[config.mk]
export PLATFORM = sky130hd
export DESIGN_NAME = boot_option_reset_sequencer
export DESIGN_NICKNAME = d
export VERILOG_FILES = /design/src/shared/boot_seq_pkg.sv /design/src/core/boot_option_reset_sequencer.sv
export SDC_FILE = /design/constraint.sdc
export NUM_CORES = 1
export LEC_CHECK = 0
export BUFFER_PORTS_ARGS = -buffer_cell sky130_fd_sc_hd__buf_4
export CAP_MARGIN = 20
export CORE_UTILIZATION = 41
export DETAILED_ROUTE_END_ITERATION = 7
export GPL_TIMING_DRIVEN = 1
export MAX_ROUTING_LAYER = met4
export PLACE_DENSITY_LB_ADDON = 0.1
export RECOVER_POWER = 100
export SLEW_MARGIN = 20
export SYNTH_ARGS = -nofsm -noshare
export SYNTH_HDL_FRONTEND = slang
export SYNTH_SLANG_ARGS = --single-unit
[constraint.sdc]
create_clock -name clock -period 4.85 [get_ports clock]
set_clock_uncertainty 0.2 [all_clocks]
set_input_delay 0.97 -clock clock [delete_from_list [all_inputs] [get_ports clock]]
set_output_delay 0.97 -clock clock [all_outputs]
set_load 0.01 [all_outputs]
[src/shared/boot_seq_pkg.sv]
// package: option register layout, apb offsets, sequencer states and timing constants
package boot_seq_pkg;
  // apb byte offsets
  localparam logic [11:0] OFS_OPTION = 12'h000;
  localparam logic [11:0] OFS_STATUS = 12'h004;
  localparam logic [11:0] OFS_CONTROL = 12'h008;
  // option byte field positions
  localparam int BIT_BOOT_LO = 0;
  localparam int BIT_NMI_EN = 2;
  localparam int BIT_PIN_EN = 3;
  localparam int BIT_BOOT_HI = 4;
  localparam int BIT_FAST_INIT = 5;
  localparam logic [7:0] OPTION_ERASED = 8'hff;
  localparam logic [7:0] OPTION_LIVE_MASK = 8'h3d;
  // divider reset values chosen by the boot field
  localparam logic [3:0] DIV_BY8 = 4'h7;
  localparam logic [3:0] DIV_BY4 = 4'h3;
  localparam logic [3:0] DIV_BY2 = 4'h1;
  localparam logic [3:0] DIV_BY1 = 4'h0;
  // processor start values
  localparam logic [31:0] VEC_SP_OFS = 32'h0000_0000;
  localparam logic [31:0] VEC_PC_OFS = 32'h0000_0004;
  localparam logic [31:0] LINK_START = 32'hffff_ffff;
  // least pin drive, in bus clock cycles
  localparam int PIN_LOW_BUS_CYCLES = 128;
  localparam logic [31:0] UNMAPPED_READ = 32'h0000_0000;
  // sequencer states
  typedef enum logic [2:0] {
    ST_STATIC, ST_CLKGEN, ST_CLOCKS, ST_FLASH, ST_PIN, ST_RUN
  } seq_state_e;
  // clock and reset controls towards the system
  typedef struct packed {
    logic clkGenEn;
    logic sysClkEn;
    logic flashClkEn;
    logic busClkEn;
    logic coreClkEn;
    logic flashRstN;
    logic sysRstN;
  } clk_rst_s;
endpackage

[src/core/boot_option_reset_sequencer.sv]
// boot option register capture and reset exit sequencer with apb access
//
// Register access over APB and the placing of the registers were left to the implementer.
`timescale 1ns/100ps

module boot_option_reset_sequencer #(
  parameter int BUS_DIV = 2
) (
  input  wire logic                         clock,
  input  wire logic                         rst_n,
  input  wire logic                         psel,
  input  wire logic                         penable,
  input  wire logic                         pwrite,
  input  wire logic [11:0]                  paddr,
  input  wire logic [31:0]                  pwdata,
  output logic      [31:0]                  prdata,
  output logic                              pready,
  output logic                              pslverr,
  input  wire logic                         supplySafe,
  input  wire logic                         sysResetReq,
  input  wire logic                         vllsWake,
  input  wire logic                         vllsWakeViaPin,
  input  wire logic [7:0]                   optionByte,
  input  wire logic                         flashInitDone,
  input  wire logic                         resetPinIn,
  output logic                              resetPinOut,
  output logic                              resetPinOe,
  output logic                              resetPinPullup,
  output logic                              resetPinFilter,
  output logic                              resetPinWakeEn,
  output logic                              nmiEnable,
  output logic                              nmiWakeEn,
  output logic                              flashFastInit,
  output logic      [3:0]                   coreSysDiv,
  output logic                              recoveryExtend,
  output boot_seq_pkg::clk_rst_s            clkRst,
  output logic      [31:0]                  coreSpAddr,
  output logic      [31:0]                  corePcAddr,
  output logic      [31:0]                  coreLinkValue,
  output logic                              coreStart
);

  // boot divider decode, also used for the status readback
  function automatic logic [3:0] boot_div(input logic [1:0] field);
    logic [3:0] d;
    d = boot_seq_pkg::DIV_BY1;
    case (field)
      2'b00: d = boot_seq_pkg::DIV_BY8;
      2'b01: d = boot_seq_pkg::DIV_BY4;
      2'b10: d = boot_seq_pkg::DIV_BY2;
      default: d = boot_seq_pkg::DIV_BY1;
    endcase
    return d;
  endfunction

  boot_seq_pkg::seq_state_e stateFf;
  boot_seq_pkg::seq_state_e nxt_state;
  logic [7:0] optionFf;
  logic [7:0] busCntFf;
  logic [7:0] nxt_busCnt;
  logic [7:0] busDivFf;
  logic       pinEnFf;
  logic       pinCaughtFf;
  logic       holdCoreFf;
  logic       coreStartFf;

  // bus clock enable from divider; pin low time counts these pulses
  wire busTick = (busDivFf == 8'(BUS_DIV - 1));
  wire inReset = (stateFf != boot_seq_pkg::ST_RUN);
  wire pinMinMet = (busCntFf >= 8'(boot_seq_pkg::PIN_LOW_BUS_CYCLES - 1)) && busTick;
  // a disabled pin is never seen as a reset source
  wire pinReset = pinEnFf && pinCaughtFf && !resetPinIn;
  wire restart = sysResetReq || pinReset || (vllsWake && !inReset);
  wire [1:0] bootField = {optionFf[boot_seq_pkg::BIT_BOOT_HI],
                          optionFf[boot_seq_pkg::BIT_BOOT_LO]};

  // sequencer next state
  always_comb begin
    nxt_state = stateFf;
    case (stateFf)
      boot_seq_pkg::ST_STATIC: if (supplySafe) nxt_state = boot_seq_pkg::ST_CLKGEN;
      boot_seq_pkg::ST_CLKGEN: nxt_state = boot_seq_pkg::ST_CLOCKS;
      boot_seq_pkg::ST_CLOCKS: nxt_state = boot_seq_pkg::ST_FLASH;
      boot_seq_pkg::ST_FLASH: begin
        if (flashInitDone && (pinMinMet || busCntFf == 8'hff || vllsWake))
          nxt_state = boot_seq_pkg::ST_PIN;
      end
      boot_seq_pkg::ST_PIN: if (resetPinIn || !pinEnFf) nxt_state = boot_seq_pkg::ST_RUN;
      default: nxt_state = boot_seq_pkg::ST_RUN;
    endcase
    if (!supplySafe)
      nxt_state = boot_seq_pkg::ST_STATIC;
    else if (restart && stateFf == boot_seq_pkg::ST_RUN)
      nxt_state = boot_seq_pkg::ST_CLKGEN;
  end

  // bus cycle count, cleared in ST_CLKGEN and counting in every other state, saturates at 8'hff
  assign nxt_busCnt = (stateFf == boot_seq_pkg::ST_CLKGEN) ? 8'h00 :
                      (busTick && busCntFf != 8'hff) ? busCntFf + 8'h01 : busCntFf;

  // state and counters
  always_ff @(posedge clock or negedge rst_n) begin
    if (!rst_n) begin
      stateFf  <= boot_seq_pkg::ST_STATIC;
      busCntFf <= 8'h00;
      busDivFf <= 8'h00;
    end else begin
      stateFf  <= nxt_state;
      busCntFf <= nxt_busCnt;
      busDivFf <= busTick ? 8'h00 : busDivFf + 8'h01;
    end
  end

  // option capture: only in sequencing, never from the bus
  always_ff @(posedge clock or negedge rst_n) begin
    if (!rst_n) begin
      optionFf <= boot_seq_pkg::OPTION_ERASED;
    end else if (stateFf == boot_seq_pkg::ST_CLKGEN) begin
      optionFf <= optionByte;
    end
  end

  // pin mode latched at power-on only; system resets keep it
  always_ff @(posedge clock or negedge rst_n) begin
    if (!rst_n) begin
      pinEnFf     <= 1'b1;
      pinCaughtFf <= 1'b0;
    end else if (stateFf == boot_seq_pkg::ST_CLOCKS && !pinCaughtFf) begin
      pinEnFf     <= optionFf[boot_seq_pkg::BIT_PIN_EN];
      pinCaughtFf <= 1'b1;
    end
  end

  // core hold through a whole exit; start pulse at release
  always_ff @(posedge clock or negedge rst_n) begin
    if (!rst_n) begin
      holdCoreFf  <= 1'b1;
      coreStartFf <= 1'b0;
    end else begin
      holdCoreFf  <= (nxt_state != boot_seq_pkg::ST_RUN);
      coreStartFf <= holdCoreFf && (nxt_state == boot_seq_pkg::ST_RUN);
    end
  end

  // apb decode; the slave answers in the access cycle, no wait
  wire apbAccess = psel && penable;
  wire hitOption = (paddr == boot_seq_pkg::OFS_OPTION);
  wire hitStatus = (paddr == boot_seq_pkg::OFS_STATUS);
  wire hitControl = (paddr == boot_seq_pkg::OFS_CONTROL);
  wire mapped = hitOption || hitStatus || hitControl;
  wire [31:0] optionRead = {24'h0000_00, optionFf & boot_seq_pkg::OPTION_LIVE_MASK};
  // 23 pad + running + pin + divider + state fills the 32-bit word
  wire [31:0] statusRead = {23'h00_0000, !inReset, pinEnFf, boot_div(bootField),
                            stateFf};
  wire [31:0] readMux = hitOption ? optionRead :
                        hitStatus ? statusRead :
                        hitControl ? {31'h0000_0000, holdCoreFf} :
                        boot_seq_pkg::UNMAPPED_READ;

  // writes ignored everywhere; error on unmapped, option or status write
  always_ff @(posedge clock or negedge rst_n) begin
    if (!rst_n) begin
      prdata  <= 32'h0000_0000;
      pready  <= 1'b0;
      pslverr <= 1'b0;
    end else begin
      pready  <= psel && !penable;
      prdata  <= readMux;
      pslverr <= psel && !penable && (!mapped || (pwrite && !hitControl));
    end
  end

  // pin, option and clock outputs
  always_ff @(posedge clock or negedge rst_n) begin
    if (!rst_n) begin
      resetPinOut    <= 1'b0;
      resetPinOe     <= 1'b1;
      resetPinPullup <= 1'b0;
      resetPinFilter <= 1'b0;
      resetPinWakeEn <= 1'b0;
      nmiEnable      <= 1'b0;
      nmiWakeEn      <= 1'b0;
      flashFastInit  <= 1'b1;
      coreSysDiv     <= boot_seq_pkg::DIV_BY1;
      recoveryExtend <= 1'b0;
      clkRst         <= '0;
      coreSpAddr     <= boot_seq_pkg::VEC_SP_OFS;
      corePcAddr     <= boot_seq_pkg::VEC_PC_OFS;
      coreLinkValue  <= boot_seq_pkg::LINK_START;
      coreStart      <= 1'b0;
    end else begin
      resetPinOut <= 1'b0;
      // pin driven low until init done and least drive time met
      resetPinOe <= !(pinEnFf && stateFf inside {boot_seq_pkg::ST_CLKGEN,
                       boot_seq_pkg::ST_CLOCKS, boot_seq_pkg::ST_FLASH} && !vllsWake);
      resetPinPullup <= pinEnFf;
      resetPinFilter <= pinEnFf;
      resetPinWakeEn <= pinEnFf;
      nmiEnable <= optionFf[boot_seq_pkg::BIT_NMI_EN];
      nmiWakeEn <= optionFf[boot_seq_pkg::BIT_NMI_EN];
      flashFastInit <= optionFf[boot_seq_pkg::BIT_FAST_INIT];
      coreSysDiv <= boot_div(bootField);
      // slow init with divide extends recovery
      recoveryExtend <= !optionFf[boot_seq_pkg::BIT_FAST_INIT] && (bootField != 2'b11);
      clkRst.clkGenEn   <= (stateFf != boot_seq_pkg::ST_STATIC);
      clkRst.sysClkEn   <= !(stateFf inside {boot_seq_pkg::ST_STATIC, boot_seq_pkg::ST_CLKGEN});
      clkRst.flashClkEn <= !(stateFf inside {boot_seq_pkg::ST_STATIC, boot_seq_pkg::ST_CLKGEN});
      clkRst.busClkEn   <= !(stateFf inside {boot_seq_pkg::ST_STATIC, boot_seq_pkg::ST_CLKGEN});
      clkRst.flashRstN  <= (stateFf inside {boot_seq_pkg::ST_FLASH, boot_seq_pkg::ST_PIN,
                            boot_seq_pkg::ST_RUN});
      clkRst.coreClkEn  <= !inReset;
      clkRst.sysRstN    <= !inReset;
      coreSpAddr    <= boot_seq_pkg::VEC_SP_OFS;
      corePcAddr    <= boot_seq_pkg::VEC_PC_OFS;
      coreLinkValue <= boot_seq_pkg::LINK_START;
      coreStart     <= coreStartFf;
    end
  end

endmodule

# Yosys cells after proc, flatten, opt, wreduce, memory -nomap -nowiden
# Index checks and enable logic that the tools add are counted.
# classes
n_reduce_logical	42
eq_ne	16
addsub	2
shift	0
bitwise_logic	0
n_mul	0
div_mod_pow	0
mux	12
order_cmp	1
# op_table
cell	n
$mux 8	3
$mux 9	2
$add 8x1->8 const B	2
$logic_and 1x1->1	15
$pmux 3 s5	1
$eq 12x3->1 const B	1
$eq 12x4->1 const B	1
$logic_not 12->1	1
$mux 3	4
$logic_not 1->1	11
$eq 3x3->1 const B	3
$pmux 3 s3	1
$reduce_bool 3->1	3
$eq 8x1->1 const B	1
$eq 8x8->1 const B	1
$ge 8x7->1 const B	1
$logic_or 1x1->1	8
$ne 8x8->1 const B	1
$eq 3x2->1 const B	2
$ne 3x3->1 const B	2
$reduce_bool 2->1	2
$eq 3x1->1 const B	1
$logic_not 3->1	1
$eq 2x1->1 const B	1
4 further kinds	4
# word_totals
latch_bits	0
elab_cells	95
mem_count	0
mem_bits_rw	0
output_inout_bits	151
in_bits	63
regBits	54
romBits	0

# Depth between registers and ports, before layout
# Gate-level depths: netlist of run 1.
# depth
word_depth	11
ltp_mapped	7
depth_no_buf	6

# Worst setup path after synthesis of run 1
# OpenSTA, ideal clock, no wires.
# synth_timing
path_type	input -> register
startpoint	input port paddr[9]
endpoint	register prdata[3]
required_ns	4.551
path_slack_ns	2.633
setup_time_ns	0.099
t_arrival_ns	1.917
n_path_buf	0
stages	4
cell_sequence	nor4_1 nand3_1 or2_2 a311oi_1
# synth_via
elab_chain_len	3
elab_cells_between_ends	4
cone_classes	eq/ne: 1; mux: 2; reduce/logical: 1
# synth_lines
element	line_no	text
start, declared	boot_option_reset_sequencer.sv:14	input wire logic [11:0] paddr,
$eq 12x3->1	boot_option_reset_sequencer.sv:148	wire hitStatus = (paddr == boot_seq_pkg::OFS_STATUS);
$mux 9	boot_option_reset_sequencer.sv:156	hitStatus ? statusRead :
$mux 9 (*)	boot_option_reset_sequencer.sv:155	wire [31:0] readMux = hitOption ? optionRead :
net readMux[3]	boot_option_reset_sequencer.sv:155	
end signal, assigned	boot_option_reset_sequencer.sv:168	prdata <= readMux;
end, declared	boot_option_reset_sequencer.sv:16	output logic [31:0] prdata,
# Mark *: on every way through the listed nets, which the timed path passes. The rest lies on a longest branch.
# A chain may end at the register's enable or synchronous reset.

# Final worst setup path of run 1
# layout_timing
startpoint	register busDivFf[1]
endpoint	register busCntFf[3]
# layout_via
elab_chain_len	3
# layout_lines
element	line_no	text
start, declared	boot_option_reset_sequencer.sv:61	logic [7:0] busDivFf;
start signal, assigned	boot_option_reset_sequencer.sv:110	busDivFf <= busTick ? 8'h00 : busDivFf + 8'h01;
$eq 8x1->1	boot_option_reset_sequencer.sv:68	wire busTick = (busDivFf == 8'(BUS_DIV - 1));
$logic_and 1x1->1	boot_option_reset_sequencer.sv:99	(busTick && busCntFf != 8'hff) ? busCntFf + 8'h01 : busCntFf;
$reduce_bool 2->1 (no line)	-	
end signal, assigned	boot_option_reset_sequencer.sv:109	busCntFf <= nxt_busCnt;
end, declared	boot_option_reset_sequencer.sv:59	logic [7:0] busCntFf;
# No other way between the ends.

==> flow_summary.rst, run 1 <==
.. list-table::
   :header-rows: 1

   * - Metric
     - Value
   * - Overall via count from detail_route
     - 1,919
   * - Antenna Nets Post-Route
     - 0
   * - Post-Route Setup TNS
     - 0 ns
   * - Hold_buf cts
     - 0
   * - Clock H-tree levels
     - 2
   * - Maximum number of pins on one net before global-route repair
     - 52
   * - Standard cell area after detailed placement
     - 3130 um^2
   * - Antenna Cells
     - 0
   * - Max-slew headroom at the worst pin
     - 0.281
   * - Post-synthesis instance area
     - 3130 um^2
   * - Final Setup Violations
     - 0
   * - Slew at the pin closest to its max-slew limit
     - 1.07 ns
   * - Startpoint of the most critical setup path
     - busDivFf[1]
   * - Type of element launching the critical path
     - flip-flop
   * - Post-synthesis sequential area ratio
     - 0.411
   * - Maximum fanout count along the critical path
     - 14
   * - Placed instance count
     - 463
   * - Flip-flop and latch count after synthesis
     - 51
   * - Ys Warns
     - 0
   * - Number of fillers in the final layout
     - 753
   * - Power density normalized to cell area
     - 320 nW/um^2
   * - Number of detailed-route iterations in the first pass
     - 4
   * - Tightest Hold Check Type
     - flip-flop to flip-flop
   * - Data arrival time of the critical path
     - 2.57 ns
   * - Minimum clock period
     - 2.55 ns
   * - Initial Util
     - 0.428
   * - Ys flop type
     - dfrtp_1
   * - Number of buffers created by CTS
     - 5
   * - Maximum ir drop on the vdd rail
     - 118 uV
   * - Detailed Route WL
     - 4770 um
   * - Count of cells along the worst hold path
     - 0
   * - Proportion of layout cells with a drive suffix above 1
     - 0.121
   * - Final Hold Vio Count
     - 0
   * - Worst Reg-to-Reg Cells
     - 6
   * - Leakage power figure
     - 1.54 nW
   * - Post-synthesis to final-layout area growth
     - -0.519%
   * - Top-level I/O count
     - 214
   * - Post-DR wirelength/cell
     - 10.1 um
   * - Vias in the first global route
     - 1,408
   * - Std-Cell Rows
     - 31
   * - Maximum buffer depth of the clock tree
     - 2
   * - Number of antenna violations at the first check in global routing
     - 0
   * - Count of non-filler cells in the finished layout
     - 471
   * - DR DRC count
     - 0
   * - Status
     - complete, no violations
   * - Sort of element at the end of the critical path
     - flip-flop
   * - Post-synth EDFFs
     - 0
   * - Total of max-cap violations
     - 0
   * - Setup slack of the most critical reg-to-reg path
     - 2.30 ns
   * - Unique cell type count in the Yosys netlist
     - 41
   * - Core ar.
     - 7330 um^2
   * - Source of the worst register-to-register timing path
     - busDivFf[1]
   * - Slew Limit Fails
     - 0
   * - Quantity of I/O buffers inserted on ports
     - 55
   * - Net count reported at finish
     - 437
   * - Proportion of register bits with asynchronous set or reset after synthesis
     - 1.00
   * - Drt initial violations
     - 42
   * - Overall Global Routing Usage
     - 0.116
   * - Maximum frequency from static timing analysis
     - 0.392 GHz
   * - Clock latency reported for the late side of the worst-skew pair
     - 0.30 ns
   * - Worst Setup EP
     - busCntFf[3]
   * - Die width
     - 89.4 um
   * - Yosys top cell area share
     - 0.335
   * - Congestion Overflow GR
     - 0
   * - Required time of the critical path
     - 4.88 ns
   * - R2R Path End
     - busCntFf[3]
   * - TritonCTS clock tree
     - built
   * - Clock root cell
     - clkbuf_8
   * - Most common library cells after synthesis
     - buf_4 (128), dfrtp_1 (42), nor2_1 (23)
   * - Die Area
     - 8000 um^2
   * - Vias per inst
     - 4.07
   * - Synth area leaders
     - dfrtp_1 (34%), buf_4 (31%), dfstp_2 (7.5%)
   * - Global-route wire length before repair
     - 6820 um
   * - Cell count after synthesis
     - 324
   * - Core occupancy in the finished layout
     - 0.425
   * - Clock-pin transition on the worst setup and hold timing paths
     - 0.09 ns
   * - Post-route cell area
     - 3120 um^2
   * - Leading area contributor after synthesis
     - dfrtp_1
   * - Post-CTS Setup Bufs
     - 0
   * - GPL Wtd Cong
     - 0.763
   * - Average cell area after synthesis
     - 9.67 um^2
   * - Post-DP HPWL
     - 3510 um
   * - Number of gates resized after cts
     - 0
   * - Number of sinks handled by clock tree synthesis
     - 51
   * - Vertical extent of the die
     - 89.4 um
   * - Post-route clock period utilization
     - 0.526
   * - Worst Setup Slack post-DPL
     - 2.36 ns
   * - Dominant cell by count in the synthesized netlist
     - buf_4
   * - Least setup slack across all paths after layout
     - 2.30 ns
   * - Critical Setup Path Class
     - flip-flop to flip-flop
   * - RSZ-0062 raised after global routing
     - false
## cells in the final DEF, fill, tap and decap left out, drive strengths merged, types with 4 or more instances in the layout
| cell | synthesis | final |
|---|---|---|
| conb | 2 | 122 |
| dfrtp | 42 | 42 |
| clkbuf | 6 | 38 |
| nor2 | 23 | 23 |
| buf | 129 | 23 |
| a21oi | 11 | 11 |
| nand3 | 9 | 9 |
| inv | 9 | 9 |
| dfstp | 9 | 9 |
| nand2 | 8 | 8 |
| xnor2 | 6 | 6 |
| or4 | 6 | 6 |
| o21ai | 5 | 5 |
| mux2 | 5 | 5 |
| and3 | 5 | 5 |
| nor2b | 4 | 4 |
| o211ai | 4 | 4 |
## worst max-delay path: stages (launching register included)
cell and delay, ns:
dfrtp_1 0.40, inv_1 0.06, ha_1 0.14, or4b_1 0.48, or2_0 0.46, or4_1 0.58
a21oi_1 0.15
## cell type report
type / count / area (um^2) / share of cell area
multi-input combinational: 249 / 1260 / 0.405
timing repair buffer: 55 / 300 / 0.0963
clock inverter: 2 / 37.5 / 0.0120
clock buffer: 6 / 72.6 / 0.0233
inverter: 9 / 33.8 / 0.0108
sequential: 51 / 1290 / 0.413
tap: 99 / 124 / 0.0397
## state kept, by name, indices dropped and copies added, names as in the netlist, 3 cells and up
name        flops
prdata          8
optionFf        5
coreSysDiv      3
busCntFf        8
stateFf         3
clkRst          4
busDivFf        8
## power by group
group / switching [mW] / internal (mW)
clock: 0.135 / 0.154
combinational: 0.122 / 0.0637
sequential: 0.0423 / 0.481
total: 0.299 / 0.699
## per-layer routing
layer  up-vias  routed length, um  part of all wire  GRT usage
li1        921                  -                 -          -
met1       886               2110              0.44      0.145
met2       107               2210              0.46      0.182
met3         5                399             0.084     0.0332
met4         0                 48             0.010     0.0390
met5         -                  0                 0          -
## worst min-delay path by stage
stage | start | to | slack [ns]
after floorplan | coreStartFf | coreStart | 0.13
after global placement | coreStartFf | coreStart | 0.14
after detailed placement | coreStartFf | coreStart | 0.15
after CTS | coreStartFf | coreStart | 0.17
after global routing | coreStartFf | coreStart | 0.18
final | coreStartFf | coreStart | 0.17
## kinds of logic after synthesis
family                     Yosys count  synth area share
DFF                                 51             0.411
and+or+nand+nor                     73             0.123
muxes                                8            0.0275
buffers and inverters              144             0.328
adders and majority gates            4            0.0152
xor gates and xnor gates             7            0.0196
other                                2           0.00240
AOI/OAI and AO/OA                   35            0.0731
## per-stage QoR
| stage | hold WS [ns] | total power [mW] |
|---|---|---|
| final | 0.166 | 0.998 |
| after global routing | 0.177 | 1.06 |
| after CTS | 0.170 | 1.04 |
| after detailed placement | 0.148 | 0.749 |
| after global placement | 0.135 | 0.748 |
| after floorplan | 0.131 | 0.738 |
No activity file was read; power rests on OpenSTA's default activity.
==> run 2, diff against run 1 <==
--- a/config.mk
+++ b/config.mk
@@ -7,7 +7,7 @@
 export LEC_CHECK = 0
 export BUFFER_PORTS_ARGS = -buffer_cell sky130_fd_sc_hd__buf_4
 export CAP_MARGIN = 20
-export CORE_UTILIZATION = 41
+export CORE_UTILIZATION = 38
 export DETAILED_ROUTE_END_ITERATION = 7
 export GPL_TIMING_DRIVEN = 1
 export MAX_ROUTING_LAYER = met4
==> constraint.sdc (replaced) <==
create_clock -name clock -period 2.21 [get_ports clock]
set_clock_uncertainty 0.2 [all_clocks]
set_input_delay 0.442 -clock clock [delete_from_list [all_inputs] [get_ports clock]]
set_output_delay 0.442 -clock clock [all_outputs]
set_load 0.01 [all_outputs]
==> run 2 against run 1 <==
Effect of this change:
- the flow now finishes with violations (negative setup slack)
- flip-flop and latch count did not move
- register-to-register slack got worse by 2.3 ns
- first-iteration DRC count did not move
- setup slack got worse by 2.3 ns
- global-route usage rose by 0.36 points
- non-clock buffer count rose by 14
- combinational power rose by 130%
==> flow_summary.rst, run 2 (same netlist as run 1, synthesis figures left out) <==
.. list-table::
   :header-rows: 1

   * - Metric
     - Value
   * - Type of element launching the critical path
     - flip-flop
   * - Clock root cell
     - clkbuf_8
   * - Endpoint, Worst Hold
     - pready
   * - Post-DR wirelength/cell
     - 10.7 um
   * - Clock H-tree levels
     - 2
   * - Maximum number of pins on one net before global-route repair
     - 52
   * - Status
     - finished, violations left
   * - Post-Route Setup TNS
     - -0.0182 ns
   * - Clock Power Share
     - 0.257
   * - Least setup slack across all paths after layout
     - -0.0182 ns
   * - Share of power burned in combinational logic
     - 0.201
   * - Number of buffers and inverters on the critical path
     - 2
   * - Maximum buffer depth of the clock tree
     - 2
   * - Delay-heaviest family, CP
     - simple AND/OR/NAND/NOR gates
   * - DR DRC count
     - 0
   * - Startpoint of the worst hold path
     - penable
   * - Die Area
     - 8620 um^2
   * - Slew Limit Fails
     - 0
   * - Total of max-cap violations
     - 0
   * - Vertical extent of the die
     - 92.8 um
   * - Setup slack of the most critical reg-to-reg path
     - -0.02 ns
   * - Quantity of I/O buffers inserted on ports
     - 55
   * - Vias in the first global route
     - 1,703
   * - Total net switching power
     - 664 uW
   * - Number of detailed-route iterations in the first pass
     - 4
   * - Sort of element at the end of the critical path
     - flip-flop
   * - Maximum ir drop on the vdd rail
     - 248 uV
   * - Clock latency reported for the late side of the worst-skew pair
     - 0.30 ns
   * - Worst Setup Slack post-DPL
     - -0.0630 ns
   * - R2R Path End
     - busCntFf[0]
   * - Cell-internal power
     - 1.47 mW
   * - Antenna Nets Post-Route
     - 0
   * - Detailed Route WL
     - 5210 um
   * - Maximum fanout count along the critical path
     - 5
   * - Source of the worst register-to-register timing path
     - busDivFf[1]
   * - Net count reported at finish
     - 452
   * - Overall via count from detail_route
     - 1,988
   * - Data arrival time of the critical path
     - 2.26 ns
   * - Count of cells along the worst hold path
     - 2
   * - Post-DP HPWL
     - 3820 um
   * - Most used cells in the layout excluding fill and tap cells
     - conb_1 (122), dfrtp_1 (42), clkbuf_1 (33)
   * - Maximum frequency from static timing analysis
     - 0.449 GHz
   * - Drt initial violations
     - 42
   * - Number of antenna violations at the first check in global routing
     - 0
   * - Top-level I/O count
     - 214
   * - Fraction of power spent switching nets
     - 0.312
   * - Largest registers
     - busCntFf: 8 flops, busDivFf: 8 flops, prdata: 8 flops
   * - Final Setup Violations
     - 1
   * - Minimum clock period
     - 2.23 ns
   * - Number of sinks handled by clock tree synthesis
     - 51
   * - Most common cell after layout, fill and taps aside
     - conb_1
   * - Critical Setup Path Class
     - flip-flop to flip-flop
   * - Sequential power share
     - 0.542
   * - Violations in the final reports
     - negative setup slack
   * - Initial Util
     - 0.399
   * - Worst Reg-to-Reg Cells
     - 7
   * - Critical path cell sequence
     - inv_1, ha_2, or4b_4, or2_4, buf_6, or3_4, a21oi_2
   * - Largest stage delay on the critical path
     - 0.47 ns
   * - Core ar.
     - 7850 um^2
   * - Global-route wire length before repair
     - 8030 um
   * - Master of the slowest instance on the critical path
     - or4b_4
   * - Power density normalized to cell area
     - 656 nW/um^2
   * - Clock-pin transition on the worst setup and hold timing paths
     - 0.09 ns
   * - Max-slew headroom at the worst pin
     - 0.174
   * - Congestion Overflow GR
     - 0
   * - Overall Global Routing Usage
     - 0.120
   * - Die width
     - 92.8 um
   * - Proportion of layout cells with a drive suffix above 1
     - 0.176
   * - Post-route clock period utilization
     - 1.01
   * - Antenna Cells
     - 0
   * - Min Hold Slack
     - 0.133 ns
   * - Tightest Hold Check Type
     - primary input to flip-flop
   * - GPL Wtd Cong
     - 0.785
   * - Slew at the pin closest to its max-slew limit
     - 1.24 ns
   * - Vias per inst
     - 4.07
   * - Std-Cell Rows
     - 32
   * - TritonCTS clock tree
     - built
   * - Required time of the critical path
     - 2.24 ns
   * - Number of buffers created by CTS
     - 5
   * - Leakage power figure
     - 1.61 nW
   * - Post-synthesis to final-layout area growth
     - 3.67%
   * - Final Hold Vio Count
     - 0
   * - RSZ-0062 raised after global routing
     - true
## run 2: cell types whose count changed in the layout (fill, tap and decap cells not counted), moves of 2 or more
cell,delta
buf_4,+9
a21oi_1,-3
a21oi_2,+3
clkbuf_1,+2
dfstp_1,-2
dfstp_2,+2
or2_4,+2
## run 2: how the worst max path moves through the flow
stage | startpoint | endpoint | cells past startpoint
finish | busDivFf[1] | busCntFf[0] | 7
global route | busDivFf[1] | busCntFf[0] | 7
CTS | busDivFf[1] | busCntFf[6] | 6
detailed placement | busDivFf[1] | busCntFf[5] | 6
global placement | busDivFf[1] | busCntFf[5] | 6
floorplan | busDivFf[1] | busCntFf[6] | 7
## run 2: area by class of cell
| type | instances | area (um^2) |
|---|---|---|
| clock buffers | 7 | 86.3 |
| clock inverters | 1 | 5.00 |
| fillers | 838 | 4600 |
| inverters | 9 | 33.8 |
| multi-input cells | 250 | 1310 |
| flip-flops and latches | 51 | 1290 |
| well taps | 102 | 128 |
| repair buffers | 69 | 402 |
## run 2: power by group through the flow
stage | clock, mW | sequential (mW) | combinational, mW
CTS | 0.575 | 1.16 | 0.476
finish | 0.548 | 1.16 | 0.428
global route | 0.609 | 1.18 | 0.479
global placement | 0 | 1.18 | 0.472
floorplan | 0 | 1.17 | 0.450
detailed placement | 0 | 1.18 | 0.473
## run 2: routing by layer
metal  up-vias  share of wire  track usage
met5         -              0            -
met4         0         0.0077       0.0346
met3         4          0.072       0.0312
met2        88           0.50        0.197
met1       942           0.42        0.146
li1        954              -            -
## run 2: stage by stage
step	instance area, um^2	std cells	total power, mW	util
after floorplan	3580	444	1.62	-
after global placement	3210	477	1.65	0.409
after detailed placement	3210	477	1.65	0.409
after CTS	3330	488	2.21	0.424
after global routing	3250	489	2.26	0.414
final	3250	489	2.13	0.414
## run 2: timing repair
action / 4_1_cts / 5_1_grt
setup buffers: 1 / 1
resized for setup: 0 / 11
cloned: 1 / 0
setup endpoints to repair: 3 / 8
hold buffers: 1 / 0
endpoints found under the hold margin: 42 / 0
pin swaps: 6 / 8
==> run 3, diff against run 2 <==
==> constraint.sdc (replaced) <==
create_clock -name clock -period 2.21 [get_ports clock]
set_clock_uncertainty 0.2 [all_clocks]
set_input_delay 0.442 -clock clock [delete_from_list [all_inputs] [get_ports clock]]
set_output_delay 0.442 -clock clock [all_outputs]
set_load 0.1 [all_outputs]
==> run 3 against run 2 <==
Effect of this change:
- the flow still finishes with violations (negative setup slack)
- combinational power grew to 4.1 times the previous value
- design area grew 1.1%
- clock-buffer cell count is the same
- critical path depth is the same
- utilization grew 0.46 points
- first-iteration DRC count grew 7.1%
- hold slack lost 0.0020 ns
- maximum frequency is the same
- via count grew 0.20%
- sequential share of layout area shrank 0.44 points
==> flow_summary.rst, run 3 (same netlist as run 1, synthesis figures left out) <==
.. list-table::
   :header-rows: 1

   * - Metric
     - Value
   * - Status
     - finished, violations left
   * - Violations in the final reports
     - negative setup slack
   * - Standard cell area after detailed placement
     - 3210 um^2
   * - Fraction of power spent switching nets
     - 0.571
   * - Core ar.
     - 7850 um^2
   * - Cell-internal power
     - 1.48 mW
   * - Maximum number of pins on one net before global-route repair
     - 52
   * - Required time of the critical path
     - 2.24 ns
   * - Clock Power Share
     - 0.158
   * - Number of sinks handled by clock tree synthesis
     - 51
   * - Maximum buffer depth of the clock tree
     - 2
   * - Slew at the pin closest to its max-slew limit
     - 1.24 ns
   * - Core occupancy in the finished layout
     - 0.419
   * - Largest registers
     - busCntFf: 8 flops, busDivFf: 8 flops, prdata: 8 flops
   * - Post-route cell area
     - 3290 um^2
   * - Delay-heaviest family, CP
     - simple AND/OR/NAND/NOR gates
   * - Largest stage delay on the critical path
     - 0.47 ns
   * - Share of power burned in combinational logic
     - 0.508
   * - Global-route wire length before repair
     - 8030 um
   * - Vertical extent of the die
     - 92.8 um
   * - Placed instance count
     - 477
   * - Number of buffers and inverters on the critical path
     - 2
   * - Quantity of I/O buffers inserted on ports
     - 55
   * - Total number of cells along the worst setup path
     - 7
   * - Maximum frequency from static timing analysis
     - 0.449 GHz
   * - Data arrival time of the critical path
     - 2.26 ns
   * - Least setup slack across all paths after layout
     - -0.0182 ns
   * - Proportion of layout cells with a drive suffix above 1
     - 0.251
   * - Detailed Route WL
     - 5180 um
   * - Clock H-tree levels
     - 2
   * - Total net switching power
     - 1.98 mW
   * - Leakage power figure
     - 1.70 nW
   * - Die Area
     - 8620 um^2
   * - Antenna Nets Post-Route
     - 0
   * - Clock latency reported for the late side of the worst-skew pair
     - 0.30 ns
   * - Clock-pin transition on the worst setup and hold timing paths
     - 0.09 ns
   * - GPL Wtd Cong
     - 0.785
   * - Clock root cell
     - clkbuf_8
   * - Critical Setup Path Class
     - flip-flop to flip-flop
   * - Post-DP HPWL
     - 3820 um
   * - Final Hold Vio Count
     - 0
   * - Overall via count from detail_route
     - 1,992
   * - Minimum clock period
     - 2.23 ns
   * - Max-slew headroom at the worst pin
     - 0.174
   * - Maximum ir drop on the vdd rail
     - 481 uV
   * - Number of antenna violations at the first check in global routing
     - 0
   * - Std-Cell Rows
     - 32
   * - Antenna Cells
     - 0
   * - Sequential power share
     - 0.334
   * - Worst Reg-to-Reg Cells
     - 7
   * - Drt initial violations
     - 45
   * - Post-route clock period utilization
     - 1.01
   * - Top-level I/O count
     - 214
   * - Power density normalized to cell area
     - 1050 nW/um^2
   * - RSZ-0062 raised after global routing
     - true
   * - Most used cells in the layout excluding fill and tap cells
     - conb_1 (122), dfrtp_1 (42), buf_4 (32)
   * - Maximum fanout count along the critical path
     - 5
   * - Number of detailed-route iterations in the first pass
     - 4
   * - Total of max-cap violations
     - 0
   * - DR DRC count
     - 0
   * - Sort of element at the end of the critical path
     - flip-flop
   * - Final Setup Violations
     - 1
   * - Number of buffers created by CTS
     - 5
   * - Count of cells along the worst hold path
     - 2
   * - Post-DR wirelength/cell
     - 10.6 um
   * - Congestion Overflow GR
     - 0
   * - Master of the slowest instance on the critical path
     - or4b_4
   * - Slew Limit Fails
     - 0
   * - Overall Global Routing Usage
     - 0.120
   * - Most common cell after layout, fill and taps aside
     - conb_1
   * - Net count reported at finish
     - 452
   * - Vias in the first global route
     - 1,703
   * - Vias per inst
     - 4.07
   * - Initial Util
     - 0.399
   * - Post-synthesis to final-layout area growth
     - 4.83%
   * - Critical path cell sequence
     - inv_1, ha_2, or4b_4, or2_4, buf_6, or3_4, a21oi_2
   * - Tightest Hold Check Type
     - primary input to flip-flop
   * - Count of non-filler cells in the finished layout
     - 489
   * - TritonCTS clock tree
     - built
   * - Die width
     - 92.8 um
   * - Type of element launching the critical path
     - flip-flop
-- run 3: per-layer routing --
layer | part of all wire | routed length [um] | track usage | vias up
met5 | 0 | 0 | - | -
met4 | 0.0077 | 40 | 0.0346 | 0
met3 | 0.071 | 368 | 0.0312 | 4
met2 | 0.50 | 2610 | 0.197 | 88
met1 | 0.42 | 2160 | 0.146 | 946
li1 | - | - | - | 954
-- run 3: area by class of cell --
| class | count | area [um^2] |
|---|---|---|
| fill | 821 | 4560 |
| multi-input combinational | 250 | 1310 |
| sequential | 51 | 1290 |
| timing repair buffer | 69 | 438 |
| tap | 102 | 128 |
| clock buffer | 7 | 86.3 |
| inverter | 9 | 33.8 |
| clock inverter | 1 | 5.00 |
-- run 3: through the flow --
step                      setup WS [ns]  setup TNS (ns)  power (mW)  hold WS [ns]
final                           -0.0182         -0.0182        3.46         0.131
after global routing            -0.0887          -0.352        3.59         0.121
after CTS                      -0.00220        -0.00220        3.53        0.0957
after detailed placement        -0.0630          -0.130        2.97         0.139
after global placement          -0.0428         -0.0790        2.97         0.134
after floorplan                  0.0245               0        2.94       -0.0536
-- run 3: path summary, 6_finish.rpt --
path,from,to,slack (ns)
max reg2reg,busDivFf[1],busCntFf[0],-0.02
min,penable,pready,0.13
min in group asynchronous,rst_n,prdata[0],0.74
max in group asynchronous,rst_n,clkRst[6],0.34
max,busDivFf[1],busCntFf[0],-0.02
min reg2reg,coreStartFf,coreStart,0.16
-- run 3: power groups by stage --
stage                     clock (mW)  combinational (mW)  sequential, mW
after floorplan                    0                1.44            1.50
after global placement             0                1.79            1.18
after detailed placement           0                1.79            1.18
after CTS                      0.575                1.79            1.16
after global routing           0.609                1.81            1.18
final                          0.548                1.76            1.16
-- run 3: what timing repair did --
| action | 4_1_cts | 5_1_grt |
|---|---|---|
| setup buffers | 1 | 1 |
| hold buffers | 1 | 0 |
| resized for setup | 0 | 11 |
| setup endpoints to repair | 3 | 8 |
| hold endpoints to repair | 42 | 0 |
| pin swaps | 6 | 8 |
| gates cloned | 1 | 0 |
